## config.mk

```make
export PLATFORM = sky130hd
export DESIGN_NAME = dod_top
export DESIGN_NICKNAME = d
export VERILOG_FILES = /design/src/design/dod_pkg.sv /design/src/design/dod_top.sv /design/src/design/dod_decode.sv /design/src/design/dod_pin_route.sv
export SDC_FILE = /design/constraint.sdc
export NUM_CORES = 1
export LEC_CHECK = 0
export ABC_AREA = 1
export BUFFER_PORTS_ARGS = -buffer_cell sky130_fd_sc_hd__buf_2
export CAP_MARGIN = 40
export CORE_MARGIN = 4
export CORE_UTILIZATION = 35
export DETAILED_ROUTE_END_ITERATION = 10
export HOLD_SLACK_MARGIN = 0.08
export RECOVER_POWER = 100
export SYNTH_ARGS = -nofsm -noshare
export SYNTH_HDL_FRONTEND = slang
export SYNTH_HIERARCHICAL = 1
export SYNTH_SLANG_ARGS = --single-unit
```

## constraint.sdc

```tcl
create_clock -name mclk -period 3.05 [get_ports mclk]
set_clock_uncertainty 0.05 [all_clocks]
set_input_delay 0.61 -clock mclk [delete_from_list [all_inputs] [get_ports mclk]]
set_output_delay 0.61 -clock mclk [all_outputs]
set_load 0.005 [all_outputs]
```

## src/design/dod_pkg.sv

```systemverilog
// package: options word layout, register map and shared carrier types
package dod_pkg;
	// options word field positions
	localparam int UID_HI = 31;
	localparam int UID_LO = 16;
	localparam int BUS_PWR_BIT = 15;
	localparam int USB_ID_BIT = 14;
	localparam int RSV_HI_HI = 13;
	localparam int RSV_HI_LO = 5;
	localparam int TWO_WIRE_BIT = 4;
	localparam int SECONDARY_OSCILLATOR_PWR_BIT = 3;
	localparam int RSV_LO_HI = 2;
	localparam int RSV_LO_LO = 0;
	// erased word: every bit one
	localparam logic [31:0] OPT_ERASED = 32'hFFFFFFFF;
	// reserved positions, all must be programmed as one
	localparam logic [31:0] RSV_MASK = 32'h00003FE7;
	// register byte addresses
	localparam logic [3:0] ADDR_OPTIONS = 4'h0;
	localparam logic [3:0] ADDR_ALT_OPTIONS = 4'h4;
	localparam logic [3:0] ADDR_STATUS = 4'h8;
	localparam logic [3:0] ADDR_CONTROL = 4'hC;
	// status and control fields
	localparam int STAT_VALID_BIT = 0;
	localparam int STAT_RSV_OK_BIT = 1;
	localparam int STAT_ALT_SEL_BIT = 2;
	localparam int CTRL_RELOAD_BIT = 0;
	localparam logic [1:0] RESP_OKAY = 2'h0;
	localparam logic [1:0] RESP_SLVERR = 2'h2;

	// decoded static settings
	typedef struct packed {
		logic [15:0] user_identifier;
		logic bus_power_pin_owner_sel;
		logic usb_identity_pin_owner_sel;
		logic two_wire_alt_location_sel;
		logic secondary_osc_power_sel;
	} dod_settings_type;

	// pad drive pair for one pin
	typedef struct packed {
		logic o;
		logic oe_n;
	} dod_pad_type;

	// loader state
	typedef enum logic [1:0] {
		ST_IDLE = 2'b00,
		ST_LOAD = 2'b01,
		ST_DONE = 2'b11
	} dod_state_type;

	// reserved-bit check used by the status path only
	function automatic logic dod_rsv_ok(input logic [31:0] w);
		dod_rsv_ok = ((w & RSV_MASK) == RSV_MASK);
	endfunction
endpackage

```

## src/design/dod_top.sv

```systemverilog
// options word holder with axi4-lite readback and pin steering
//
// The AXI4-Lite register port and the placing of the registers were left to the implementer.
`timescale 1ns/1ps
`default_nettype none
// Function
// - The upper sixteen bits of the options word are a user identifier readable by software.
// - Bit 15 set gives the bus power switch pin to the USB module, clear gives it to the port.
// - Bit 14 set gives the USB identity pin to the USB module, clear gives it to the port.
// - Bit 4 set puts two-wire one on port B lines 8/9, clear on port B line 5 and port C line 9.
// - Bit 3 set runs the secondary oscillator at normal power, clear at high power.
module dod_top (
	// clock and reset
	input wire logic mclk,
	input wire logic rst_n,
	// nonvolatile word source
	input wire logic [31:0] nv_options_word,
	input wire logic [31:0] nv_alt_options_word,
	input wire logic nv_use_alt,
	input wire logic nv_ready,
	// axi4-lite slave
	input wire logic [3:0] s_axi_awaddr,
	input wire logic s_axi_awvalid,
	output logic s_axi_awready,
	input wire logic [31:0] s_axi_wdata,
	input wire logic [3:0] s_axi_wstrb,
	input wire logic s_axi_wvalid,
	output logic s_axi_wready,
	output logic [1:0] s_axi_bresp,
	output logic s_axi_bvalid,
	input wire logic s_axi_bready,
	input wire logic [3:0] s_axi_araddr,
	input wire logic s_axi_arvalid,
	output logic s_axi_arready,
	output logic [31:0] s_axi_rdata,
	output logic [1:0] s_axi_rresp,
	output logic s_axi_rvalid,
	input wire logic s_axi_rready,
	// usb module side
	input wire logic usb_bus_power_o,
	input wire logic usb_id_pull_o,
	input wire logic usb_id_pull_oe_n,
	// port logic side
	input wire dod_pkg::dod_pad_type port_bus_power,
	input wire dod_pkg::dod_pad_type port_usb_id,
	input wire dod_pkg::dod_pad_type port_b8,
	input wire dod_pkg::dod_pad_type port_b9,
	input wire dod_pkg::dod_pad_type port_b5,
	input wire dod_pkg::dod_pad_type port_c9,
	// two-wire one side
	input wire logic tw_data_oe_n,
	input wire logic tw_clock_oe_n,
	// pads
	output dod_pkg::dod_pad_type pad_bus_power_switch_pin,
	output dod_pkg::dod_pad_type pad_usb_identity_pin,
	output dod_pkg::dod_pad_type pad_port_b_line_eight,
	output dod_pkg::dod_pad_type pad_port_b_line_nine,
	output dod_pkg::dod_pad_type pad_port_b_line_five,
	output dod_pkg::dod_pad_type pad_port_c_line_nine,
	// static settings
	output logic [15:0] user_identifier,
	output logic secondary_osc_power_sel,
	output logic options_valid
);
	import dod_pkg::*;

	logic rst_meta_q;
	logic rst_sync_q;
	wire logic srst_n = rst_sync_q;

	// reset release through two flops
	always_ff @(posedge mclk or negedge rst_n)
	begin
		if (!rst_n)
		begin
			rst_meta_q <= 1'b0;
			rst_sync_q <= 1'b0;
		end
		else
		begin
			rst_meta_q <= 1'b1;
			rst_sync_q <= rst_meta_q;
		end
	end

	// loader state
	dod_state_type state_q, state_d;
	logic [31:0] opt_q, opt_d;
	logic [31:0] alt_q, alt_d;
	logic alt_sel_q, alt_sel_d;
	logic reload_req_q, reload_req_d;
	logic wr_reload;

	// capture the word once per load; nothing else touches it
	always_comb
	begin
		state_d = state_q;
		opt_d = opt_q;
		alt_d = alt_q;
		alt_sel_d = alt_sel_q;
		reload_req_d = reload_req_q | wr_reload;
		unique case (state_q)
			ST_IDLE:
			begin
				state_d = ST_LOAD;
			end
			ST_LOAD:
			begin
				if (nv_ready)
				begin
					opt_d = nv_use_alt ? nv_alt_options_word : nv_options_word;
					alt_d = nv_alt_options_word;
					alt_sel_d = nv_use_alt;
					// a request landing in the capture cycle is kept: set wins
					reload_req_d = wr_reload;
					state_d = ST_DONE;
				end
			end
			ST_DONE:
			begin
				if (reload_req_q)
					state_d = ST_LOAD;
			end
			default:
			begin
				state_d = ST_IDLE;
			end
		endcase
	end

	always_ff @(posedge mclk or negedge srst_n)
	begin
		if (!srst_n)
		begin
			state_q <= ST_IDLE;
			opt_q <= OPT_ERASED;
			alt_q <= OPT_ERASED;
			alt_sel_q <= 1'b0;
			reload_req_q <= 1'b0;
		end
		else
		begin
			state_q <= state_d;
			opt_q <= opt_d;
			alt_q <= alt_d;
			alt_sel_q <= alt_sel_d;
			reload_req_q <= reload_req_d;
		end
	end

	// decode and route; settings follow the held word only
	dod_settings_type settings;

	dod_decode u_decode (
		.word(opt_q),
		.settings(settings)
	);

	dod_pin_route u_route (
		.settings(settings),
		.usb_bus_power_o(usb_bus_power_o),
		.usb_id_pull_o(usb_id_pull_o),
		.usb_id_pull_oe_n(usb_id_pull_oe_n),
		.port_bus_power(port_bus_power),
		.port_usb_id(port_usb_id),
		.port_b8(port_b8),
		.port_b9(port_b9),
		.port_b5(port_b5),
		.port_c9(port_c9),
		.tw_data_oe_n(tw_data_oe_n),
		.tw_clock_oe_n(tw_clock_oe_n),
		.pad_bus_power_switch_pin(pad_bus_power_switch_pin),
		.pad_usb_identity_pin(pad_usb_identity_pin),
		.pad_port_b_line_eight(pad_port_b_line_eight),
		.pad_port_b_line_nine(pad_port_b_line_nine),
		.pad_port_b_line_five(pad_port_b_line_five),
		.pad_port_c_line_nine(pad_port_c_line_nine)
	);

	assign user_identifier = settings.user_identifier;
	assign secondary_osc_power_sel = settings.secondary_osc_power_sel;
	assign options_valid = (state_q == ST_DONE);

	// axi4-lite write side: address and data taken in either order
	logic aw_held_q, aw_held_d;
	logic w_held_q, w_held_d;
	logic [3:0] aw_addr_q, aw_addr_d;
	logic [31:0] w_data_q, w_data_d;
	logic w_strb0_q, w_strb0_d;
	logic bvalid_q, bvalid_d;
	logic [1:0] bresp_q, bresp_d;
	logic wr_fire;

	assign s_axi_awready = !aw_held_q && !bvalid_q;
	assign s_axi_wready = !w_held_q && !bvalid_q;
	assign s_axi_bvalid = bvalid_q;
	assign s_axi_bresp = bresp_q;

	always_comb
	begin
		aw_held_d = aw_held_q;
		w_held_d = w_held_q;
		aw_addr_d = aw_addr_q;
		w_data_d = w_data_q;
		w_strb0_d = w_strb0_q;
		bvalid_d = bvalid_q;
		bresp_d = bresp_q;
		if (s_axi_awvalid && s_axi_awready)
		begin
			aw_held_d = 1'b1;
			aw_addr_d = s_axi_awaddr;
		end
		if (s_axi_wvalid && s_axi_wready)
		begin
			w_held_d = 1'b1;
			w_data_d = s_axi_wdata;
			w_strb0_d = s_axi_wstrb[0];
		end
		wr_fire = aw_held_q && w_held_q;
		if (wr_fire)
		begin
			aw_held_d = 1'b0;
			w_held_d = 1'b0;
			bvalid_d = 1'b1;
			// only the reload strobe is writable; the word itself is read only
			bresp_d = (aw_addr_q == ADDR_CONTROL) ? RESP_OKAY : RESP_SLVERR;
		end
		if (bvalid_q && s_axi_bready)
			bvalid_d = 1'b0;
	end

	assign wr_reload = wr_fire && (aw_addr_q == ADDR_CONTROL) && w_strb0_q
		&& w_data_q[CTRL_RELOAD_BIT];

	always_ff @(posedge mclk or negedge srst_n)
	begin
		if (!srst_n)
		begin
			aw_held_q <= 1'b0;
			w_held_q <= 1'b0;
			aw_addr_q <= 4'h0;
			w_data_q <= 32'h00000000;
			w_strb0_q <= 1'b0;
			bvalid_q <= 1'b0;
			bresp_q <= RESP_OKAY;
		end
		else
		begin
			aw_held_q <= aw_held_d;
			w_held_q <= w_held_d;
			aw_addr_q <= aw_addr_d;
			w_data_q <= w_data_d;
			w_strb0_q <= w_strb0_d;
			bvalid_q <= bvalid_d;
			bresp_q <= bresp_d;
		end
	end

	// axi4-lite read side, one cycle to answer
	logic rvalid_q, rvalid_d;
	logic [31:0] rdata_q, rdata_d;
	logic [1:0] rresp_q, rresp_d;

	assign s_axi_arready = !rvalid_q;
	assign s_axi_rvalid = rvalid_q;
	assign s_axi_rdata = rdata_q;
	assign s_axi_rresp = rresp_q;

	always_comb
	begin
		rvalid_d = rvalid_q;
		rdata_d = rdata_q;
		rresp_d = rresp_q;
		if (s_axi_arvalid && s_axi_arready)
		begin
			rvalid_d = 1'b1;
			rresp_d = RESP_OKAY;
			unique case (s_axi_araddr)
				ADDR_OPTIONS: rdata_d = opt_q;
				ADDR_ALT_OPTIONS: rdata_d = alt_q;
				ADDR_STATUS: rdata_d = {29'h00000000, alt_sel_q,
					dod_rsv_ok(opt_q), options_valid};
				ADDR_CONTROL: rdata_d = 32'h00000000;
				default:
				begin
					rdata_d = 32'h00000000;
					rresp_d = RESP_SLVERR;
				end
			endcase
		end
		else if (rvalid_q && s_axi_rready)
			rvalid_d = 1'b0;
	end

	always_ff @(posedge mclk or negedge srst_n)
	begin
		if (!srst_n)
		begin
			rvalid_q <= 1'b0;
			rdata_q <= 32'h00000000;
			rresp_q <= RESP_OKAY;
		end
		else
		begin
			rvalid_q <= rvalid_d;
			rdata_q <= rdata_d;
			rresp_q <= rresp_d;
		end
	end
endmodule // dod_top
`default_nettype wire

```

## src/design/dod_decode.sv

```systemverilog
// decode of the options word into static settings
`timescale 1ns/1ps
`default_nettype none
module dod_decode (
	// raw word
	input wire logic [31:0] word,
	// settings
	output dod_pkg::dod_settings_type settings
);
	import dod_pkg::*;

	// pure field extraction
	always_comb
	begin
		settings.user_identifier = word[UID_HI:UID_LO];
		settings.bus_power_pin_owner_sel = word[BUS_PWR_BIT];
		settings.usb_identity_pin_owner_sel = word[USB_ID_BIT];
		settings.two_wire_alt_location_sel = word[TWO_WIRE_BIT];
		settings.secondary_osc_power_sel = word[SECONDARY_OSCILLATOR_PWR_BIT];
	end
endmodule // dod_decode
`default_nettype wire

```

## src/design/dod_pin_route.sv

```systemverilog
// pin ownership and two-wire location steering
`timescale 1ns/1ps
`default_nettype none
module dod_pin_route (
	// settings
	input wire dod_pkg::dod_settings_type settings,
	// usb module side
	input wire logic usb_bus_power_o,
	input wire logic usb_id_pull_o,
	input wire logic usb_id_pull_oe_n,
	// general port side
	input wire dod_pkg::dod_pad_type port_bus_power,
	input wire dod_pkg::dod_pad_type port_usb_id,
	input wire dod_pkg::dod_pad_type port_b8,
	input wire dod_pkg::dod_pad_type port_b9,
	input wire dod_pkg::dod_pad_type port_b5,
	input wire dod_pkg::dod_pad_type port_c9,
	// two-wire one module side, open drain
	input wire logic tw_data_oe_n,
	input wire logic tw_clock_oe_n,
	// pads
	output dod_pkg::dod_pad_type pad_bus_power_switch_pin,
	output dod_pkg::dod_pad_type pad_usb_identity_pin,
	output dod_pkg::dod_pad_type pad_port_b_line_eight,
	output dod_pkg::dod_pad_type pad_port_b_line_nine,
	output dod_pkg::dod_pad_type pad_port_b_line_five,
	output dod_pkg::dod_pad_type pad_port_c_line_nine
);
	import dod_pkg::*;

	logic primary;
	dod_pad_type tw_data;
	dod_pad_type tw_clock;

	// open drain: drive low only, enable low while pulling
	assign tw_data = '{o: 1'b0, oe_n: tw_data_oe_n};
	assign tw_clock = '{o: 1'b0, oe_n: tw_clock_oe_n};
	assign primary = settings.two_wire_alt_location_sel;

	// ownership muxes
	always_comb
	begin
		pad_bus_power_switch_pin = settings.bus_power_pin_owner_sel ?
			'{o: usb_bus_power_o, oe_n: 1'b0} : port_bus_power;
		pad_usb_identity_pin = settings.usb_identity_pin_owner_sel ?
			'{o: usb_id_pull_o, oe_n: usb_id_pull_oe_n} : port_usb_id;
		// unused location falls back to the port logic
		pad_port_b_line_eight = primary ? tw_data : port_b8;
		pad_port_b_line_nine = primary ? tw_clock : port_b9;
		pad_port_b_line_five = primary ? port_b5 : tw_data;
		pad_port_c_line_nine = primary ? port_c9 : tw_clock;
	end
endmodule // dod_pin_route
`default_nettype wire

```

==> metrics.md <==
| Metric | Value |
|---|---|
| Outcome | finished, final reports clean |
| # fillers | 1598 |
| EDFF count, synth | 0 |
| CTS sink count | 114 |
| Predominant post-synthesis flop cell | dfstp_2 |
| Crit end category | flip-flop |
| Clock transition at the registers of the reported paths | 0.05 ns |
| Initial antenna violation count | 0 |
| Post-DP HPWL | 9800 µm |
| DR pass1 iterations | 4 |
| Post-synthesis xor/xnor area fraction | 0 |
| Max IR drop VDD | 0.439 mV |
| First-pass GRT wire length | 24000 µm |
| DP Area | 6320 µm² |
| Slowest cell on crit path | clkbuf_1 |
| Crit path cell chain | inv_1 -> nor2_1 -> nand2_4 -> clkbuf_1 -> a21oi_1 -> a22oi_1 |
| DIE HEIGHT | 134 µm |
| Final Wtd Congestion | 0.749 |
| Antenna-violating nets left | 0 |
| Design Power | 0.00606 W |
| Placement Setup Slack | 0.979 ns |
| IO Pins | 205 |
| Final WL | 14800 µm |
| Cell Rows | 45 |
| Largest net degree at the start of global routing | 61 |
| Layout cell share with drive strength beyond 1 | 0.325 |
| Max-slew violation count | 0 |
| FMAX | 431 MHz |
| Setup tns final | 0 ns |
| Die area | 17800 µm² |
| Max incr delay on CP | 0.95 ns |
| Synth cell types | 28 |
| DRT iter0 DRCs | 230 |
| Final WS setup | 0.730 ns |
| H-Tree Depth | 4 |
| Cell area after synthesis | 5510 µm² |
| Synthesized instance count | 626 |
| Worst setup SP type | flip-flop |
| Adder-cell share of the synthesized area | 0 |
| Post-cts repair resize count | 0 |
| Final Critical Period | 2.32 ns |
| Finish-stage setup viols | 0 |
| Clk root buf | clkbuf_16 |
| Tightest Pin Transition | 1.21 ns |
| Sequential fraction of the synthesis area | 0.532 |
| Compound-cell area share of the yosys netlist | 0.157 |
| DRC errors left | 0 |
| Crit share post-route | 0.761 |
| Worst-Skew Late Latency | 0.41 ns |
| Total GRT Usage | 0.171 |
| Synth Warn # | 6 |
| Hold Vio Cnt, Final | 0 |
| Routed vias/inst | 4.61 |
| Leak pwr | 3.52 nW |
| Via count | 4578 |
| Final core utilization | 0.444 |
| Syn-to-layout area delta | 23.2% |
| Critical Path RT | 3.32 ns |
| CTS tree | built |
| Die W | 134 µm |
| Asr flop ratio synth | 1.00 |
| Post-synthesis sequential element count | 114 |
| Core area | 15300 µm² |
| Worst r2r src | state_q[0]$_DFFE_PN0P_ |
| Final nets | 903 |
| Crit path max fanout | 48 |
| Initial Util | 0.360 |
| Gr ovfl total | 0 |
| Simple-gate share of the synthesized area | 0.166 |
| Hold_sp | rst_meta_q$_DFF_PN0_ |
| Vias in the first global route | 4616 |
| Power Density | 892 nW/µm² |
| Main combinational cell family by area after synthesis | simple AND/OR/NAND/NOR gates |
| Port Buffers | 168 |
| Critical path startpoint | state_q[0]$_DFFE_PN0P_ |
| Mux contribution to synthesized area | 0.0123 |
| Max_cap viols | 0 |
| CP arrival | 2.59 ns |
| Hold WC Path Type | flip-flop to flip-flop |
| Total setup buffers inserted after CTS | 0 |
| CTS max path bufs | 2 |
| Setup CP Type | flip-flop to flip-flop |
| WL/cell | 14.9 µm |
| RSZ-0062 raised after global routing | no |
| Syn Area/Cell | 8.81 µm² |
| CTS Buf Count | 17 |
| Design area | 6790 µm² |
| CTS Hold Bufs | 1 |
| Slew HR | 0.196 |
-- kinds of logic after synthesis --
family	count (synthesis)
multiplexers	6
AND/OR/NAND/NOR	234
AO/OA/AOI/OAI	133
other	2
buffers and inverters	137
flip-flops	114
-- layer usage --
metal,part of all wire,GRT usage,vias up,wire length [µm]
met3,0.051,0.0461,13,751
li1,-,-,2262,-
met1,0.47,0.227,2185,6990
met2,0.47,0.274,118,6890
met4,0.0099,0.0509,0,146
met5,0,0,-,0
-- synthesized netlist by cell type (2+ instances only) --
master / number / area, µm²
nor2_1: 9 / 33.8
mux2_2: 5 / 56.3
o21ai_0: 21 / 105
o21ai_1: 19 / 95.1
a22oi_1: 28 / 210
nand2_1: 211 / 792
nor2_2: 4 / 25.0
o22ai_2: 10 / 125
nand2_2: 3 / 18.8
inv_2: 4 / 15.0
buf_6: 13 / 146
dfrtp_1: 50 / 1250
a2bb2oi_2: 3 / 45.0
nand3_1: 4 / 20.0
dfstp_2: 64 / 1680
inv_1: 77 / 289
a21oi_1: 33 / 165
clkbuf_1: 4 / 15.0
o22ai_1: 18 / 113
buf_4: 26 / 195
conb_1: 2 / 7.51
buf_2: 12 / 60.1
-- final timing paths --
| check | end | slack [ns] | depth (start not counted) |
|---|---|---|---|
| worst max-delay path | opt_q[9]$_DFFE_PN1P_ | 0.73 | 6 |
| worst min-delay path | rst_sync_q$_DFF_PN0_ | 0.31 | 0 |
| worst max register to register | opt_q[9]$_DFFE_PN1P_ | 0.73 | 6 |
| worst min register to register | rst_sync_q$_DFF_PN0_ | 0.31 | 0 |
| max in group asynchronous | s_axi_rresp[1]$_DFFE_PN0P_ | 1.09 | 1 |
| min in group asynchronous | s_axi_bvalid$_DFFE_PN0P_ | 0.33 | 0 |
-- sequential cells by signal, summed over array words and instances, names as in the netlist --
register	cells
alt_q	32
rst_sync_q	1
s_axi_bvalid	1
s_axi_bresp	1
w_data_q	1
s_axi_rdata	32
opt_q	32
state_q	2
aw_held_q	1
aw_addr_q	4
w_strb0_q	1
reload_req_q	1
w_held_q	1
alt_sel_q	1
s_axi_rresp	1
s_axi_rvalid	1
rst_meta_q	1
-- final cells by class --
type / instances / area [µm²] / share of cell area
Clock inverter: 10 / 83.8 / 0.0123
Multi-Input combinational cell: 376 / 1840 / 0.270
Inverter: 82 / 308 / 0.0453
Timing Repair Buffer: 178 / 888 / 0.131
Antenna cell: 1 / 2.50 / 0.000368
Clock buffer: 22 / 474 / 0.0698
Tap cell: 211 / 264 / 0.0389
Sequential cell: 114 / 2940 / 0.432
-- through the flow --
stage	instances	hold slack (ns)
after floorplan	627	0.264
after global placement	959	0.285
after detailed placement	960	0.296
after CTS	993	0.302
after global routing	993	0.307
final	994	0.306
-- worst max-delay path, delay by kind of cell (launching register included) --
family	cells	cell delay [ns]
AO/OA/AOI/OAI	2	0.30
buffers and inverters	2	1.02
AND/OR/NAND/NOR	2	0.47
flip-flops	1	0.37
-- where the power goes --
part           total [W]  internal [W]  switching (W)  leakage (nW)
clock network    0.00188       0.00118       0.000705         0.275
logic            0.00155      0.000642       0.000912          1.93
registers        0.00262       0.00234       0.000283          1.31
-- placed cells by master, fill, tap and decap left out --
cell type	n
bufinv_16	1
buf_2	135
mux2_1	1
dfrtp_1	49
nor2_1	12
o21ai_0	40
a21oi_1	33
buf_4	2
clkbuf_1	35
nor4_1	1
nand4_1	1
clkbuf_16	17
nand3_1	4
o22ai_1	18
clkbuf_8	3
a2bb2oi_1	2
nand2_1	212
clkinv_4	1
clkinv_2	6
dfstp_2	56
nand2_2	2
mux2_2	5
inv_1	78
inv_2	4
a2bb2oi_2	1
clkinvlp_4	2
nor2_2	1
nand2_4	1
clkbuf_2	4
conb_1	3
a211oi_1	1
buf_1	1
diode_2	1
a22oi_1	28
dfrtp_4	1
dfstp_1	8
o22ai_2	10
dlygate4sd3_1	1
buf_12	2
(Power assumes the default switching activity.)
